**config.mk**
```make
export PLATFORM = sky130hd
export DESIGN_NAME = daq_trigger_transfer_and_dio
export DESIGN_NICKNAME = d
export VERILOG_FILES = /design/src/daq_pkg.sv /design/src/daq_result_buffer.sv /design/src/daq_trigger_transfer_and_dio.sv
export SDC_FILE = /design/constraint.sdc
export NUM_CORES = 1
export LEC_CHECK = 0
export BUFFER_PORTS_ARGS = -buffer_cell sky130_fd_sc_hd__buf_2
export CAP_MARGIN = 20
export CORE_MARGIN = 2
export CORE_UTILIZATION = 31
export DETAILED_ROUTE_END_ITERATION = 8
export PLACE_DENSITY = 0.5
export SETUP_SLACK_MARGIN = 0.1
export SYNTH_ARGS = -nofsm -noshare
export SYNTH_HDL_FRONTEND = slang
export SYNTH_SLANG_ARGS = --single-unit
```
**constraint.sdc**
```tcl
create_clock -name core_clk_in -period 4.2 [get_ports core_clk_in]
set_input_delay 0.42 -clock core_clk_in [delete_from_list [all_inputs] [get_ports core_clk_in]]
set_output_delay 0.42 -clock core_clk_in [all_outputs]
set_load 0.05 [all_outputs]
```
**src/daq_pkg.sv**
```systemverilog
// Shared constants, field layout and types of the DAQ trigger, transfer and digital I/O block
package daq_pkg;
  localparam int ADDR_W = 6;
  localparam int DATA_W = 32;
  localparam int BE_W = 4;
  localparam int SAMPLE_W = 12;
  localparam int CHAN_W = 4;
  localparam int RESULT_W = SAMPLE_W + CHAN_W;
  localparam int PORT_W = 16;
  localparam int CTR_W = 16;

  localparam logic [ADDR_W-1:0] OFS_CTR0 = 6'h00;
  localparam logic [ADDR_W-1:0] OFS_CTR1 = 6'h04;
  localparam logic [ADDR_W-1:0] OFS_CTR2 = 6'h08;
  localparam logic [ADDR_W-1:0] OFS_TCTRL = 6'h0C;
  localparam logic [ADDR_W-1:0] OFS_AD_DATA = 6'h10;
  localparam logic [ADDR_W-1:0] OFS_DAC_TWO = 6'h14;
  localparam logic [ADDR_W-1:0] OFS_AD_CTRL = 6'h18;
  localparam logic [ADDR_W-1:0] OFS_DIO = 6'h1C;
  localparam logic [ADDR_W-1:0] OFS_KICK = 6'h20;

  // A/D control word
  localparam int BIT_BUS_MASTER = 0;
  localparam int BIT_IRQ_XFER = 1;
  localparam int BIT_PACER = 2;
  localparam int BIT_EXT_SRC = 3;
  localparam int BIT_AUTOSCAN = 4;
  localparam int MUX_LSB = 5;
  localparam int GAIN_LSB = 9;
  // Status word
  localparam int BIT_DONE = 0;
  localparam int BIT_OVERRUN = 1;
  // Result word
  localparam int TAG_LSB = 0;
  localparam int VALUE_LSB = 4;
  // Timer control byte
  localparam int SC_LSB = 6;
  localparam int RL_LSB = 4;
  localparam int TMODE_LSB = 1;
  localparam logic [1:0] RL_LATCH = 2'h0;
  localparam logic [1:0] RL_LOW = 2'h1;
  localparam logic [1:0] RL_HIGH = 2'h2;
  localparam logic [1:0] RL_BOTH = 2'h3;
  localparam logic [1:0] SC_ILLEGAL = 2'h3;
  localparam logic [CTR_W-1:0] CTR_LAST = 16'h0001;

  // Conversion time, a longest time, so the cycle count rounds down
  localparam int CLK_PERIOD_NS = 100;
  localparam int CONV_TIME_US = 8;
  localparam int CONV_CYCLES = (CONV_TIME_US * 1000) / CLK_PERIOD_NS;
  localparam int CONV_W = $clog2(CONV_CYCLES + 1);
  localparam logic [CONV_W-1:0] CONV_LOAD = CONV_W'(CONV_CYCLES);
  localparam logic [CONV_W-1:0] CONV_END = CONV_W'(1);

  localparam int BUF_DEPTH = 2;

  typedef enum logic {CONV_IDLE, CONV_RUN} conv_phase_t;

  typedef struct packed {
    logic [CTR_W-1:0] reload;
    logic [CTR_W-1:0] count;
    logic [CTR_W-1:0] latch;
    logic latched;
    logic [1:0] rl;
    logic [2:0] mode;
    logic wr_hi;
    logic rd_hi;
    logic armed;
  } counter_t;
endpackage

```
**src/daq_result_buffer.sv**
```systemverilog
// Two-entry result FIFO between the converter and the bus-master port
module daq_result_buffer #(
  parameter int WIDTH = 16,
  parameter int DEPTH = 2
) (
  input wire logic core_clk_in,
  input wire logic sys_rst_in,
  input wire logic in_valid_in,
  output logic in_ready_out,
  input wire logic [WIDTH-1:0] in_data_in,
  output logic out_valid_out,
  input wire logic out_ready_in,
  output logic [WIDTH-1:0] out_data_out
);
  import daq_pkg::*;

  localparam int PTR_W = (DEPTH > 1) ? $clog2(DEPTH) : 1;
  localparam int CNT_W = $clog2(DEPTH + 1);
  localparam logic [PTR_W-1:0] PTR_TOP = PTR_W'(DEPTH - 1);
  localparam logic [CNT_W-1:0] CNT_FULL = CNT_W'(DEPTH);

  typedef struct packed {
    logic [DEPTH-1:0][WIDTH-1:0] mem;
    logic [PTR_W-1:0] wptr;
    logic [PTR_W-1:0] rptr;
    logic [CNT_W-1:0] cnt;
  } buf_state_t;

  buf_state_t s;
  buf_state_t next_s;
  logic push;
  logic pop;

  function automatic logic [PTR_W-1:0] bump(input logic [PTR_W-1:0] p);
    return (p == PTR_TOP) ? '0 : p + 1'b1;
  endfunction

  assign in_ready_out = (s.cnt != CNT_FULL);
  assign out_valid_out = (s.cnt != '0);
  assign out_data_out = s.mem[s.rptr];

  always_comb begin
    next_s = s;
    push = in_valid_in && in_ready_out;
    pop = out_valid_out && out_ready_in;
    if (push) begin
      next_s.mem[s.wptr] = in_data_in;
      next_s.wptr = bump(s.wptr);
    end
    if (pop) begin
      next_s.rptr = bump(s.rptr);
    end
    if (push && !pop) begin
      next_s.cnt = s.cnt + 1'b1;
    end else if (pop && !push) begin
      next_s.cnt = s.cnt - 1'b1;
    end
  end

  always_ff @(posedge core_clk_in) begin
    if (sys_rst_in) begin
      s <= '0;
    end else begin
      s <= next_s;
    end
  end
endmodule

```
**src/daq_trigger_transfer_and_dio.sv**
```systemverilog
// Trigger selection, conversion sequencing, result transfer, timer map, D/A and digital I/O
module daq_trigger_transfer_and_dio (
  input wire logic core_clk_in,
  input wire logic sys_rst_in,
  input wire logic [daq_pkg::ADDR_W-1:0] host_addr_in,
  input wire logic host_wr_in,
  input wire logic host_rd_in,
  input wire logic [daq_pkg::BE_W-1:0] host_be_in,
  input wire logic [daq_pkg::DATA_W-1:0] host_wdata_in,
  output logic [daq_pkg::DATA_W-1:0] host_rdata_out,
  output logic host_rvalid_out,
  input wire logic edge_trigger_input_in,
  input wire logic [daq_pkg::SAMPLE_W-1:0] adc_sample_in,
  output logic conv_start_out,
  output logic conv_busy_out,
  output logic [daq_pkg::CHAN_W-1:0] adc_channel_out,
  output logic [daq_pkg::CHAN_W-1:0] adc_gain_out,
  output logic irq_out,
  output logic dma_valid_out,
  input wire logic dma_ready_in,
  output logic [daq_pkg::RESULT_W-1:0] dma_data_out,
  output logic [daq_pkg::SAMPLE_W-1:0] dac_code_one_out,
  output logic [daq_pkg::SAMPLE_W-1:0] dac_code_two_out,
  input wire logic [daq_pkg::PORT_W-1:0] input_pins_word_in,
  output logic [daq_pkg::PORT_W-1:0] output_pins_word_out,
  input wire logic timer0_clk_in,
  input wire logic timer0_gate_in,
  output logic timer0_out
);
  import daq_pkg::*;

  typedef struct packed {
    conv_phase_t phase;
    logic [CONV_W-1:0] timer;
    logic start;
    logic [CHAN_W-1:0] sample_chan;
    logic [CHAN_W-1:0] scan_chan;
    logic [RESULT_W-1:0] result;
    logic done;
    logic ovr;
    logic ext_source_select;
    logic pacer_select;
    logic irq_transfer_enable;
    logic bus_master_enable;
    logic autoscan;
    logic [CHAN_W-1:0] mux;
    logic [CHAN_W-1:0] gain;
    logic [2:0] ext_sync;
    logic t0_prev;
    logic t0_out;
    counter_t [2:0] ctr;
    logic pacer_pulse;
    logic [SAMPLE_W-1:0] dac_one;
    logic [SAMPLE_W-1:0] dac_two;
    logic [PORT_W-1:0] dout;
    logic [DATA_W-1:0] rdata;
    logic rvalid;
    logic irq;
    logic push;
    logic [RESULT_W-1:0] push_data;
  } main_state_t;

  main_state_t s;
  main_state_t next_s;
  logic buf_in_ready;
  logic kick;
  logic ext_edge;
  logic trig;
  logic start_go;
  logic complete;
  logic low_read;
  logic ctrl_wr;

  function automatic logic [1:0] ctr_index(input logic [ADDR_W-1:0] a);
    return a[3:2];
  endfunction

  function automatic logic ctr_term(input counter_t c, input logic en);
    return en && c.armed && (c.count == CTR_LAST);
  endfunction

  // Rate-generator style countdown; a reload of zero gives the full 65536 period
  function automatic counter_t ctr_tick(input counter_t c, input logic en);
    counter_t r;
    r = c;
    if (en && c.armed) begin
      r.count = (c.count == CTR_LAST) ? c.reload : c.count - CTR_LAST;
    end
    return r;
  endfunction

  function automatic counter_t ctr_ctrl(input counter_t c, input logic [7:0] b);
    counter_t r;
    r = c;
    if (b[RL_LSB+:2] == RL_LATCH) begin
      if (!c.latched) begin
        r.latch = c.count;
        r.latched = 1'b1;
      end
    end else begin
      r.rl = b[RL_LSB+:2];
      r.mode = b[TMODE_LSB+:3];
      r.wr_hi = 1'b0;
      r.rd_hi = 1'b0;
      r.latched = 1'b0;
      r.armed = 1'b0;
    end
    return r;
  endfunction

  function automatic counter_t ctr_write(input counter_t c, input logic [7:0] b);
    counter_t r;
    r = c;
    case (c.rl)
      RL_LOW: begin
        r.reload = {8'h00, b};
        r.count = {8'h00, b};
        r.armed = 1'b1;
      end
      RL_HIGH: begin
        r.reload = {b, 8'h00};
        r.count = {b, 8'h00};
        r.armed = 1'b1;
      end
      RL_BOTH: begin
        if (!c.wr_hi) begin
          r.reload[7:0] = b;
          r.wr_hi = 1'b1;
          r.armed = 1'b0;
        end else begin
          r.reload[15:8] = b;
          r.count = {b, c.reload[7:0]};
          r.wr_hi = 1'b0;
          r.armed = 1'b1;
        end
      end
      default: r = c;
    endcase
    return r;
  endfunction

  function automatic logic [7:0] ctr_rd_byte(input counter_t c);
    logic [CTR_W-1:0] v;
    v = c.latched ? c.latch : c.count;
    if (c.rl == RL_HIGH || (c.rl == RL_BOTH && c.rd_hi)) begin
      return v[15:8];
    end
    return v[7:0];
  endfunction

  function automatic counter_t ctr_after_read(input counter_t c);
    counter_t r;
    r = c;
    if (c.rl == RL_BOTH) begin
      r.rd_hi = ~c.rd_hi;
    end
    if (c.rl != RL_BOTH || c.rd_hi) begin
      r.latched = 1'b0;
    end
    return r;
  endfunction

  daq_result_buffer #(
    .WIDTH(RESULT_W),
    .DEPTH(BUF_DEPTH)
  ) u_result_buffer (
    .core_clk_in(core_clk_in),
    .sys_rst_in(sys_rst_in),
    .in_valid_in(s.push),
    .in_ready_out(buf_in_ready),
    .in_data_in(s.push_data),
    .out_valid_out(dma_valid_out),
    .out_ready_in(dma_ready_in),
    .out_data_out(dma_data_out)
  );

  always_comb begin
    next_s = s;
    next_s.start = 1'b0;
    next_s.push = 1'b0;
    next_s.rvalid = 1'b0;
    ctrl_wr = host_wr_in && (host_addr_in == OFS_AD_CTRL);
    kick = host_wr_in && (host_addr_in == OFS_KICK);
    low_read = host_rd_in && (host_addr_in == OFS_AD_DATA) && host_be_in[0];
    // Only the second and third stages feed the edge detector
    next_s.ext_sync = {s.ext_sync[1:0], edge_trigger_input_in};
    ext_edge = s.ext_sync[1] && !s.ext_sync[2];
    trig = s.ext_source_select ? ext_edge : (s.pacer_select ? s.pacer_pulse : kick);
    start_go = trig && (s.phase == CONV_IDLE);
    complete = (s.phase == CONV_RUN) && (s.timer == CONV_END);

    // Pacer chain: counter 1 every clock, counter 2 on counter 1 terminal
    next_s.ctr[1] = ctr_tick(s.ctr[1], 1'b1);
    next_s.ctr[2] = ctr_tick(s.ctr[2], ctr_term(s.ctr[1], 1'b1));
    next_s.pacer_pulse = ctr_term(s.ctr[2], ctr_term(s.ctr[1], 1'b1));
    next_s.t0_prev = timer0_clk_in;
    next_s.ctr[0] = ctr_tick(s.ctr[0], timer0_clk_in && !s.t0_prev && timer0_gate_in);
    next_s.t0_out = s.ctr[0].armed && (s.ctr[0].count == CTR_LAST);

    if (start_go) begin
      next_s.phase = CONV_RUN;
      next_s.timer = CONV_LOAD;
      next_s.start = 1'b1;
      next_s.sample_chan = s.scan_chan;
    end else if (s.phase == CONV_RUN) begin
      next_s.timer = s.timer - CONV_END;
      if (complete) begin
        next_s.phase = CONV_IDLE;
        next_s.result = {adc_sample_in, s.sample_chan};
        next_s.push = s.bus_master_enable;
        next_s.push_data = {adc_sample_in, s.sample_chan};
        if (s.autoscan) begin
          next_s.scan_chan = (s.scan_chan == '0) ? s.mux : s.scan_chan - 1'b1;
        end
      end
    end

    // Completion wins over a simultaneous low-byte read
    if (complete) begin
      next_s.done = 1'b1;
    end else if (start_go || low_read) begin
      next_s.done = 1'b0;
    end
    next_s.irq = s.irq_transfer_enable && next_s.done;

    // A word that finds the FIFO full is dropped and flagged
    if (s.push && !buf_in_ready) begin
      next_s.ovr = 1'b1;
    end else if (ctrl_wr) begin
      next_s.ovr = 1'b0;
    end

    if (host_wr_in) begin
      case (host_addr_in)
        OFS_CTR0, OFS_CTR1, OFS_CTR2: begin
          next_s.ctr[ctr_index(host_addr_in)] =
            ctr_write(next_s.ctr[ctr_index(host_addr_in)], host_wdata_in[7:0]);
        end
        OFS_TCTRL: begin
          if (host_wdata_in[SC_LSB+:2] != SC_ILLEGAL) begin
            next_s.ctr[host_wdata_in[SC_LSB+:2]] =
              ctr_ctrl(next_s.ctr[host_wdata_in[SC_LSB+:2]], host_wdata_in[7:0]);
          end
        end
        OFS_AD_DATA: next_s.dac_one = host_wdata_in[SAMPLE_W-1:0];
        OFS_DAC_TWO: next_s.dac_two = host_wdata_in[SAMPLE_W-1:0];
        OFS_AD_CTRL: begin
          next_s.bus_master_enable = host_wdata_in[BIT_BUS_MASTER];
          next_s.irq_transfer_enable = host_wdata_in[BIT_IRQ_XFER];
          next_s.pacer_select = host_wdata_in[BIT_PACER];
          next_s.ext_source_select = host_wdata_in[BIT_EXT_SRC];
          next_s.autoscan = host_wdata_in[BIT_AUTOSCAN];
          next_s.mux = host_wdata_in[MUX_LSB+:CHAN_W];
          next_s.gain = host_wdata_in[GAIN_LSB+:CHAN_W];
          next_s.scan_chan = host_wdata_in[MUX_LSB+:CHAN_W];
        end
        OFS_DIO: next_s.dout = host_wdata_in[PORT_W-1:0];
        default: begin
        end
      endcase
    end

    if (host_rd_in) begin
      next_s.rvalid = 1'b1;
      next_s.rdata = '0;
      case (host_addr_in)
        OFS_CTR0, OFS_CTR1, OFS_CTR2: begin
          next_s.rdata = {24'h000000, ctr_rd_byte(s.ctr[ctr_index(host_addr_in)])};
          next_s.ctr[ctr_index(host_addr_in)] =
            ctr_after_read(next_s.ctr[ctr_index(host_addr_in)]);
        end
        OFS_AD_DATA: next_s.rdata = {16'h0000, s.result};
        OFS_AD_CTRL: next_s.rdata = {30'h00000000, s.ovr, s.done};
        OFS_DIO: next_s.rdata = {16'h0000, input_pins_word_in};
        default: next_s.rdata = '0;
      endcase
    end
  end

  always_ff @(posedge core_clk_in) begin
    if (sys_rst_in) begin
      s <= '0;
    end else begin
      s <= next_s;
    end
  end

  assign host_rdata_out = s.rdata;
  assign host_rvalid_out = s.rvalid;
  assign conv_start_out = s.start;
  assign conv_busy_out = (s.phase == CONV_RUN);
  assign adc_channel_out = s.sample_chan;
  assign adc_gain_out = s.gain;
  assign irq_out = s.irq;
  assign dac_code_one_out = s.dac_one;
  assign dac_code_two_out = s.dac_two;
  assign output_pins_word_out = s.dout;
  assign timer0_out = s.t0_out;

  localparam int CONV_BOUND = CONV_CYCLES;
endmodule

```
=== After elaboration in Yosys (flattened, before gate mapping) ===
Index checks and enable logic that the tools add are counted.

* $add $sub $neg: 9
* Equal/unequal tests: 21
* Multiplexer cells: 97
* Bitwise gates (word level): 4
* $lt $le $gt $ge: 7
* Reductions and logical operators: 48

{| class="wikitable"
|+ Operators by type and width
! kind !! number
|-
| $mux 171 || 4
|-
| $bwmux 171 || 3
|-
| $bmux 57 s2 || 4
|-
| $pmux 171 s2 || 1
|-
| $mux 57 || 5
|-
| $mux 16 || 15
|-
| $demux 57 s2 || 2
|-
| $pmux 32 s3 || 1
|-
| $mux 8 || 10
|-
| $mux 32 || 2
|-
| $pmux 16 s4 || 1
|-
| $mux 20 || 3
|-
| $eq 16x1->1 const B || 3
|-
| $sub 16x1->16 const B || 3
|-
| $mux 22 || 2
|-
| $mux 41 || 1
|-
| $bwmux 32 || 1
|-
| $mux 1 || 32
|-
| $eq 6x5->1 const B || 4
|-
| $logic_and 1x1->1 || 24
|-
| $mux 17 || 1
|-
| $demux 16 s1 || 1
|-
| $mux 4 || 4
|-
| $eq 6x4->1 const B || 2
|-
| other kinds (30) || 57
|}

* Output and inout bits: 102
* Input bits: 78
* Logic and storage cells: 245
* Register bits: 320

=== Depth between registers and ports, before layout ===
* Word-level depth: 26
* Mapped depth: 16
* Gate-level depth less buffers: 11

=== Hierarchy ===
A second synthesis with hierarchy kept.

* Cells, all modules: 2256
* Area total of the unflattened synthesis: 17554.3 µm²

{| class="wikitable"
|+ By module, submodules not included
! module !! area an instance (µm²) !! seq. area each (µm²) !! times used !! cells an instance
|-
| daq_trigger_transfer_and_dio || 15826.4 || 5505.3 || 1 || 2075
|-
| daq_result_buffer || 1727.9 || 720.7 || 1 || 181
|}

=== Worst setup path before layout ===
OpenSTA, ideal clock, no wires.

* Path type: input to register
* Start: input host_addr_in[3] (netlist bit)
* End: register s[127] (netlist bit)
* Cell stages on the path: 15
* Library setup time: 0.133 ns
* Data arrival time: 3.432 ns
* Buffers on the path: 5
* Required time: 4.067 ns
* Path slack: 0.634 ns
* Path through: buf_2 buf_2 buf_1 clkbuf_1 mux2i_1 nor2_1 a21oi_1 inv_1 ha_1 a21o_1 and2_1 buf_2 o2bb2ai_1 a221oi_1 o22ai_1

* Word-level cells in the longest chain between the ends: 14
* Elaborated cells between the ends (all ways): 27
* Those cells by class: order compare: 2; eq/ne: 6; mux: 16; reduce/logical: 3

{| class="wikitable"
|+ Ends and longest elaborated chain
! element !! RTL line !! text
|-
| start, declared || daq_trigger_transfer_and_dio.sv:5 || <nowiki>input wire logic [daq_pkg::ADDR_W-1:0] host_addr_in,</nowiki>
|-
| $bmux 57 s2 || daq_trigger_transfer_and_dio.sv:237 || <nowiki>ctr_write(next_s.ctr[ctr_index(host_addr_in)], host_wdata_in[7:0]);</nowiki>
|-
| $mux 57 (not written as such) || daq_trigger_transfer_and_dio.sv:237 ||
|-
| $eq 2x2->1 (tied with other cells) || daq_trigger_transfer_and_dio.sv:114 || <nowiki>case (c.rl)</nowiki>
|-
| $pmux 32 s3 || daq_trigger_transfer_and_dio.sv:114 ||
|-
| $mux 32 || daq_trigger_transfer_and_dio.sv:234 || <nowiki>case (host_addr_in)</nowiki>
|-
| $mux 32 || daq_trigger_transfer_and_dio.sv:233 || <nowiki>if (host_wr_in) begin</nowiki>
|-
| $bwmux 171 || daq_trigger_transfer_and_dio.sv:236 || <nowiki>next_s.ctr[ctr_index(host_addr_in)] =</nowiki>
|-
| $pmux 171 s2 || daq_trigger_transfer_and_dio.sv:234 ||
|-
| $mux 171 || daq_trigger_transfer_and_dio.sv:233 ||
|-
| $bmux 57 s2 || daq_trigger_transfer_and_dio.sv:270 || <nowiki>ctr_after_read(next_s.ctr[ctr_index(host_addr_in)]);</nowiki>
|-
| $mux 57 (not written as such) || daq_trigger_transfer_and_dio.sv:270 ||
|-
| $bwmux 171 || daq_trigger_transfer_and_dio.sv:269 || <nowiki>next_s.ctr[ctr_index(host_addr_in)] =</nowiki>
|-
| $mux 171 || daq_trigger_transfer_and_dio.sv:266 || <nowiki>case (host_addr_in)</nowiki>
|-
| $mux 171 (*) || daq_trigger_transfer_and_dio.sv:263 || <nowiki>if (host_rd_in) begin</nowiki>
|-
| end signal, assigned || daq_trigger_transfer_and_dio.sv:284 || <nowiki>s <= next_s;</nowiki>
|-
| end, declared || daq_trigger_transfer_and_dio.sv:63 || <nowiki>main_state_t s;</nowiki>
|}

Every way passes the cells marked *; elsewhere a longest branch is shown, timed or not. The select of a mux whose other input is x is not followed.
A chain may end at the register's enable or synchronous reset.

=== Final worst setup path ===
* Start: register s[175] (netlist bit)
* End: register s[173] (netlist bit)

* Word-level cells in the longest chain between the ends: 20
* Elaborated cells between the ends (all ways): 23
* Those cells by class: add/sub: 1; eq/ne: 1; mux: 19; reduce/logical: 2

{| class="wikitable"
|+ Ends and longest elaborated chain
! element !! RTL line !! text
|-
| branches (longest 4 deep; another with $sub 16x1->16) || -- ||
|-
| $bmux 57 s2 (*) || daq_trigger_transfer_and_dio.sv:242 || <nowiki>ctr_ctrl(next_s.ctr[host_wdata_in[SC_LSB+:2]], host_wdata_in[7:0]);</nowiki>
|-
| $mux 57 (not written as such) (*) || daq_trigger_transfer_and_dio.sv:242 ||
|-
| $mux 17 (*) || daq_trigger_transfer_and_dio.sv:96 || <nowiki>if (!c.latched) begin</nowiki>
|-
| $mux 16 (*) || daq_trigger_transfer_and_dio.sv:95 || <nowiki>if (b[RL_LSB+:2] == RL_LATCH) begin</nowiki>
|-
| $mux 16 (*) || daq_trigger_transfer_and_dio.sv:240 || <nowiki>if (host_wdata_in[SC_LSB+:2] != SC_ILLEGAL) begin</nowiki>
|-
| $mux 16 (*) || daq_trigger_transfer_and_dio.sv:234 ||
|-
| $mux 16 (*) || daq_trigger_transfer_and_dio.sv:233 ||
|-
| $bwmux 171 (*) || daq_trigger_transfer_and_dio.sv:241 || <nowiki>next_s.ctr[host_wdata_in[SC_LSB+:2]] =</nowiki>
|-
| $mux 171 (*) || daq_trigger_transfer_and_dio.sv:240 ||
|-
| $pmux 171 s2 (*) || daq_trigger_transfer_and_dio.sv:234 ||
|-
| $mux 171 (*) || daq_trigger_transfer_and_dio.sv:233 ||
|-
| $bmux 57 s2 || daq_trigger_transfer_and_dio.sv:270 ||
|-
| $mux 57 (not written as such) || daq_trigger_transfer_and_dio.sv:270 ||
|-
| $bwmux 171 || daq_trigger_transfer_and_dio.sv:269 ||
|-
| $mux 171 || daq_trigger_transfer_and_dio.sv:266 ||
|-
| $mux 171 (*) || daq_trigger_transfer_and_dio.sv:263 ||
|}

Every way passes the cells marked *. The select of a mux whose other input is x is not followed.

==> results.sh <==
export IMPL_status="finished clean"
export IMPL_detail_route_first_pass_iterations=6
export IMPL_wl_um=71700
export IMPL_groute_layer_met1_usage=0.326
export IMPL_worst_ir_drop_vdd_uv=279
export IMPL_post_synth_inst_count=2250
export IMPL_global_route_usage_met3=0.0432
export IMPL_ys_warn_count=0
export IMPL_grt_pass1_wl_um=105000
export IMPL_globalRoute_busiestLayer="met2"
export IMPL_dpl_hpwl_um=52700
export IMPL_post_drt_wl_per_cell_um=23.5
export IMPL_worst_clock_skew_ps=31.6
export IMPL_crit_path_start_kind="flip-flop"
export IMPL_rsz0062_at_grt="no"
export IMPL_initial_core_util=0.313
export IMPL_vias_per_cell=5.68
export IMPL_antenna_found_initial=2
export IMPL_fillers=5912
export IMPL_placed_area_sq_um=18300
export IMPL_final_common_cell="nand2_1"
export IMPL_cp_arrival_ps=3900
export IMPL_setup_violations=0
export IMPL_cap_viol_max_count=0
export IMPL_postCtsResizedCells=0
export IMPL_ys_seq_area_frac=0.361
export IMPL_fraction_of_layout_instances_using_a_drive_strength_above_1=0.148
export IMPL_slew_violations=0
export IMPL_port_buffers=144
export IMPL_cts_repair_timing_setup_buffer_count=0
export IMPL_dr_total_vias=17300
export IMPL_critical_path_endpoint_type="flip-flop"
export IMPL_minimum_period_implied_by_the_final_worst_setup_slack_ps=3520
export IMPL_synth_seq_cells=311
export IMPL_timing_worst_setup_path_type="flip-flop to flip-flop"
export IMPL_timing_slew_headroom=0.387
export IMPL_first_global_vias=16200
export IMPL_area_growth_synth_to_final_pct=13.7
export IMPL_final_hold_violation_count=0
export IMPL_clk_insertion_delay_late_ps=570
export IMPL_syn_cell_area_sq_um=17300
export IMPL_h_tree_depth=2
export IMPL_synthArstFlopShare=0
export IMPL_die_x_um=240
export IMPL_placementRows=86
export IMPL_design_die_area_sq_um=57600
export IMPL_floorplan_core_area_sq_um=55100
export IMPL_final_cell_mix="328 x nand2_1, 311 x dfxtp_1, 291 x nor2_1"
export IMPL_cp_required_ps=4580
export IMPL_period_share=0.837
export IMPL_holdCritPathClass="primary input to flip-flop"
export IMPL_grt_ovfl_total=0
export IMPL_gp_congestion=0.974
export IMPL_clkTransAtPathRegs_ps=60
export IMPL_die_height_um=240
export IMPL_num_io_pins=180
export IMPL_grt_start_max_net_pins=86
export IMPL_cts_buffers=38
export IMPL_net_count_of_the_finished_layout=2372
export IMPL_global_route_usage_total=0.242
export IMPL_tightest_slew_ps=918
export IMPL_grt_use_met2=0.384
export IMPL_power_density_cell_area_nw_per_um2=348
export IMPL_number_of_enable_flip_flop_cells_after_synthesis=0
export IMPL_route_detailed_drc=0
export IMPL_crit_fanout=9
export IMPL_clockRootBuffer="clkbuf_16"
export IMPL_holdBufCountCts=0
export IMPL_synth_ff_type="dfxtp_1"
export IMPL_cts_tree="done"
export IMPL_detailedRoute_firstIterationViolations=1612
export IMPL_ant_nets=0
export IMPL_num_antenna_cells=0
export IMPL_synth_area_per_cell_sq_um=7.67
export IMPL_setup_total_negative_slack_ps=0
export IMPL_clkSinkCount=311
export IMPL_stdcell_area_sq_um=19600
export IMPL_yosysUniqueCellTypes=86
export IMPL_p_leak_nw=7.13
export IMPL_max_clock_path_buffers=3
export IMPL_achievable_frequency_mhz=284
==> synth_stat cells, drive strengths merged, types with 7 or more instances <==
| cell | number | area share |
|---|---|---|
| dfxtp | 311 | 0.36 |
| and3 | 12 | 0.0043 |
| clkbuf | 137 | 0.030 |
| nand2b | 9 | 0.0037 |
| inv | 43 | 0.0093 |
| o2bb2ai | 16 | 0.0081 |
| buf | 113 | 0.045 |
| nor4 | 23 | 0.011 |
| nor2 | 298 | 0.065 |
| mux2i | 83 | 0.048 |
| nor3 | 56 | 0.017 |
| o21ai | 81 | 0.023 |
| or3 | 10 | 0.0036 |
| ha | 16 | 0.012 |
| mux2 | 20 | 0.013 |
| a221oi | 13 | 0.0066 |
| a31oi | 10 | 0.0036 |
| o211ai | 12 | 0.0052 |
| o22ai | 37 | 0.013 |
| a311oi | 14 | 0.0071 |
| a211o | 7 | 0.0036 |
| a22oi | 32 | 0.014 |
| a21oi | 210 | 0.061 |
| or4 | 12 | 0.0057 |
| o22a | 12 | 0.0062 |
| and2 | 9 | 0.0033 |
| o31a | 7 | 0.0036 |
| nor2b | 11 | 0.0040 |
| a32oi | 10 | 0.0055 |
| a211oi | 133 | 0.059 |
| nor4b | 7 | 0.0048 |
| nand2 | 328 | 0.071 |
| nand4 | 14 | 0.0051 |
| nand3 | 39 | 0.011 |
==> area by class of cell <==
cell class | instances | area, sq um | share of cell area
Clock inverter | 14 | 179 | 0.00912
Clock buffer | 53 | 1110 | 0.0565
Timing Repair Buffer | 223 | 1340 | 0.0680
Multi-Input combinational cell | 1657 | 9670 | 0.493
Sequential cell | 311 | 6230 | 0.317
Inverter | 47 | 176 | 0.00899
Tap cell | 748 | 936 | 0.0477
==> worst max-delay path, stage by stage, from the launching register on <==
cell,delay (ps)
dfxtp_1,350
inv_1,130
ha_1,160
nor4b_2,180
buf_4,190
and4_1,570
nand2_1,360
o32ai_1,500
nor3_1,100
a311oi_1,610
a311oi_1,190
==> cells by family after synthesis <==
group / Yosys count / share of synthesized area
xor+xnor: 7 / 0.00355
buf+inv: 297 / 0.0851
simple gates: 848 / 0.219
other cells: 1 / 0.000217
fa+ha+maj: 16 / 0.0116
mux: 104 / 0.0625
flops: 311 / 0.361
compound gates: 666 / 0.257
==> state kept, by name (all words and copies together), names as in the netlist, 2 cells and up <==
register	flops
dac_code_two_out	12
dac_code_one_out	12
s	204
output_pins_word_out	16
adc_gain_out	4
adc_channel_out	4
next_s	2
u_result_buffer.s	36
host_rdata_out	16
==> through the flow <==
| step | hold slack, ps | power [W] | util | instances | worst slack (ps) |
|---|---|---|---|---|---|
| floorplan | 414 | 0.00331 | - | 2265 | 634 |
| global placement | 428 | 0.00347 | 0.333 | 2986 | 792 |
| detailed placement | 438 | 0.00347 | 0.333 | 2986 | 724 |
| CTS | 63.5 | 0.00689 | 0.356 | 3053 | 782 |
| global route | 85.4 | 0.00702 | 0.356 | 3053 | 498 |
| finish | 84.9 | 0.00684 | 0.356 | 3053 | 683 |
==> metal layers <==
metal	vias to the layer above	wire [um]
met5	-	12
met4	2	2600
met3	153	5770
met2	744	32000
met1	8356	31300
li1	8089	-
==> power breakdown <==
group / switching, W / total [W] / leakage (nW) / internal (W)
registers: 0.0000139 / 0.00298 / 2.51 / 0.00296
logic: 0.000339 / 0.000447 / 4.00 / 0.000108
clock network: 0.00138 / 0.00342 / 0.626 / 0.00204
==> final timing paths <==
check / from / to / slack [ps] / depth (start not counted)
setup reg to reg: s[175] / s[173] / 680 / 10
setup / recovery: s[175] / s[173] / 680 / 10
hold / removal: edge_trigger_input_in / next_s[266] / 80 / 2
hold reg to reg: next_s[266] / next_s[267] / 440 / 1
(Power assumes the default switching activity.)
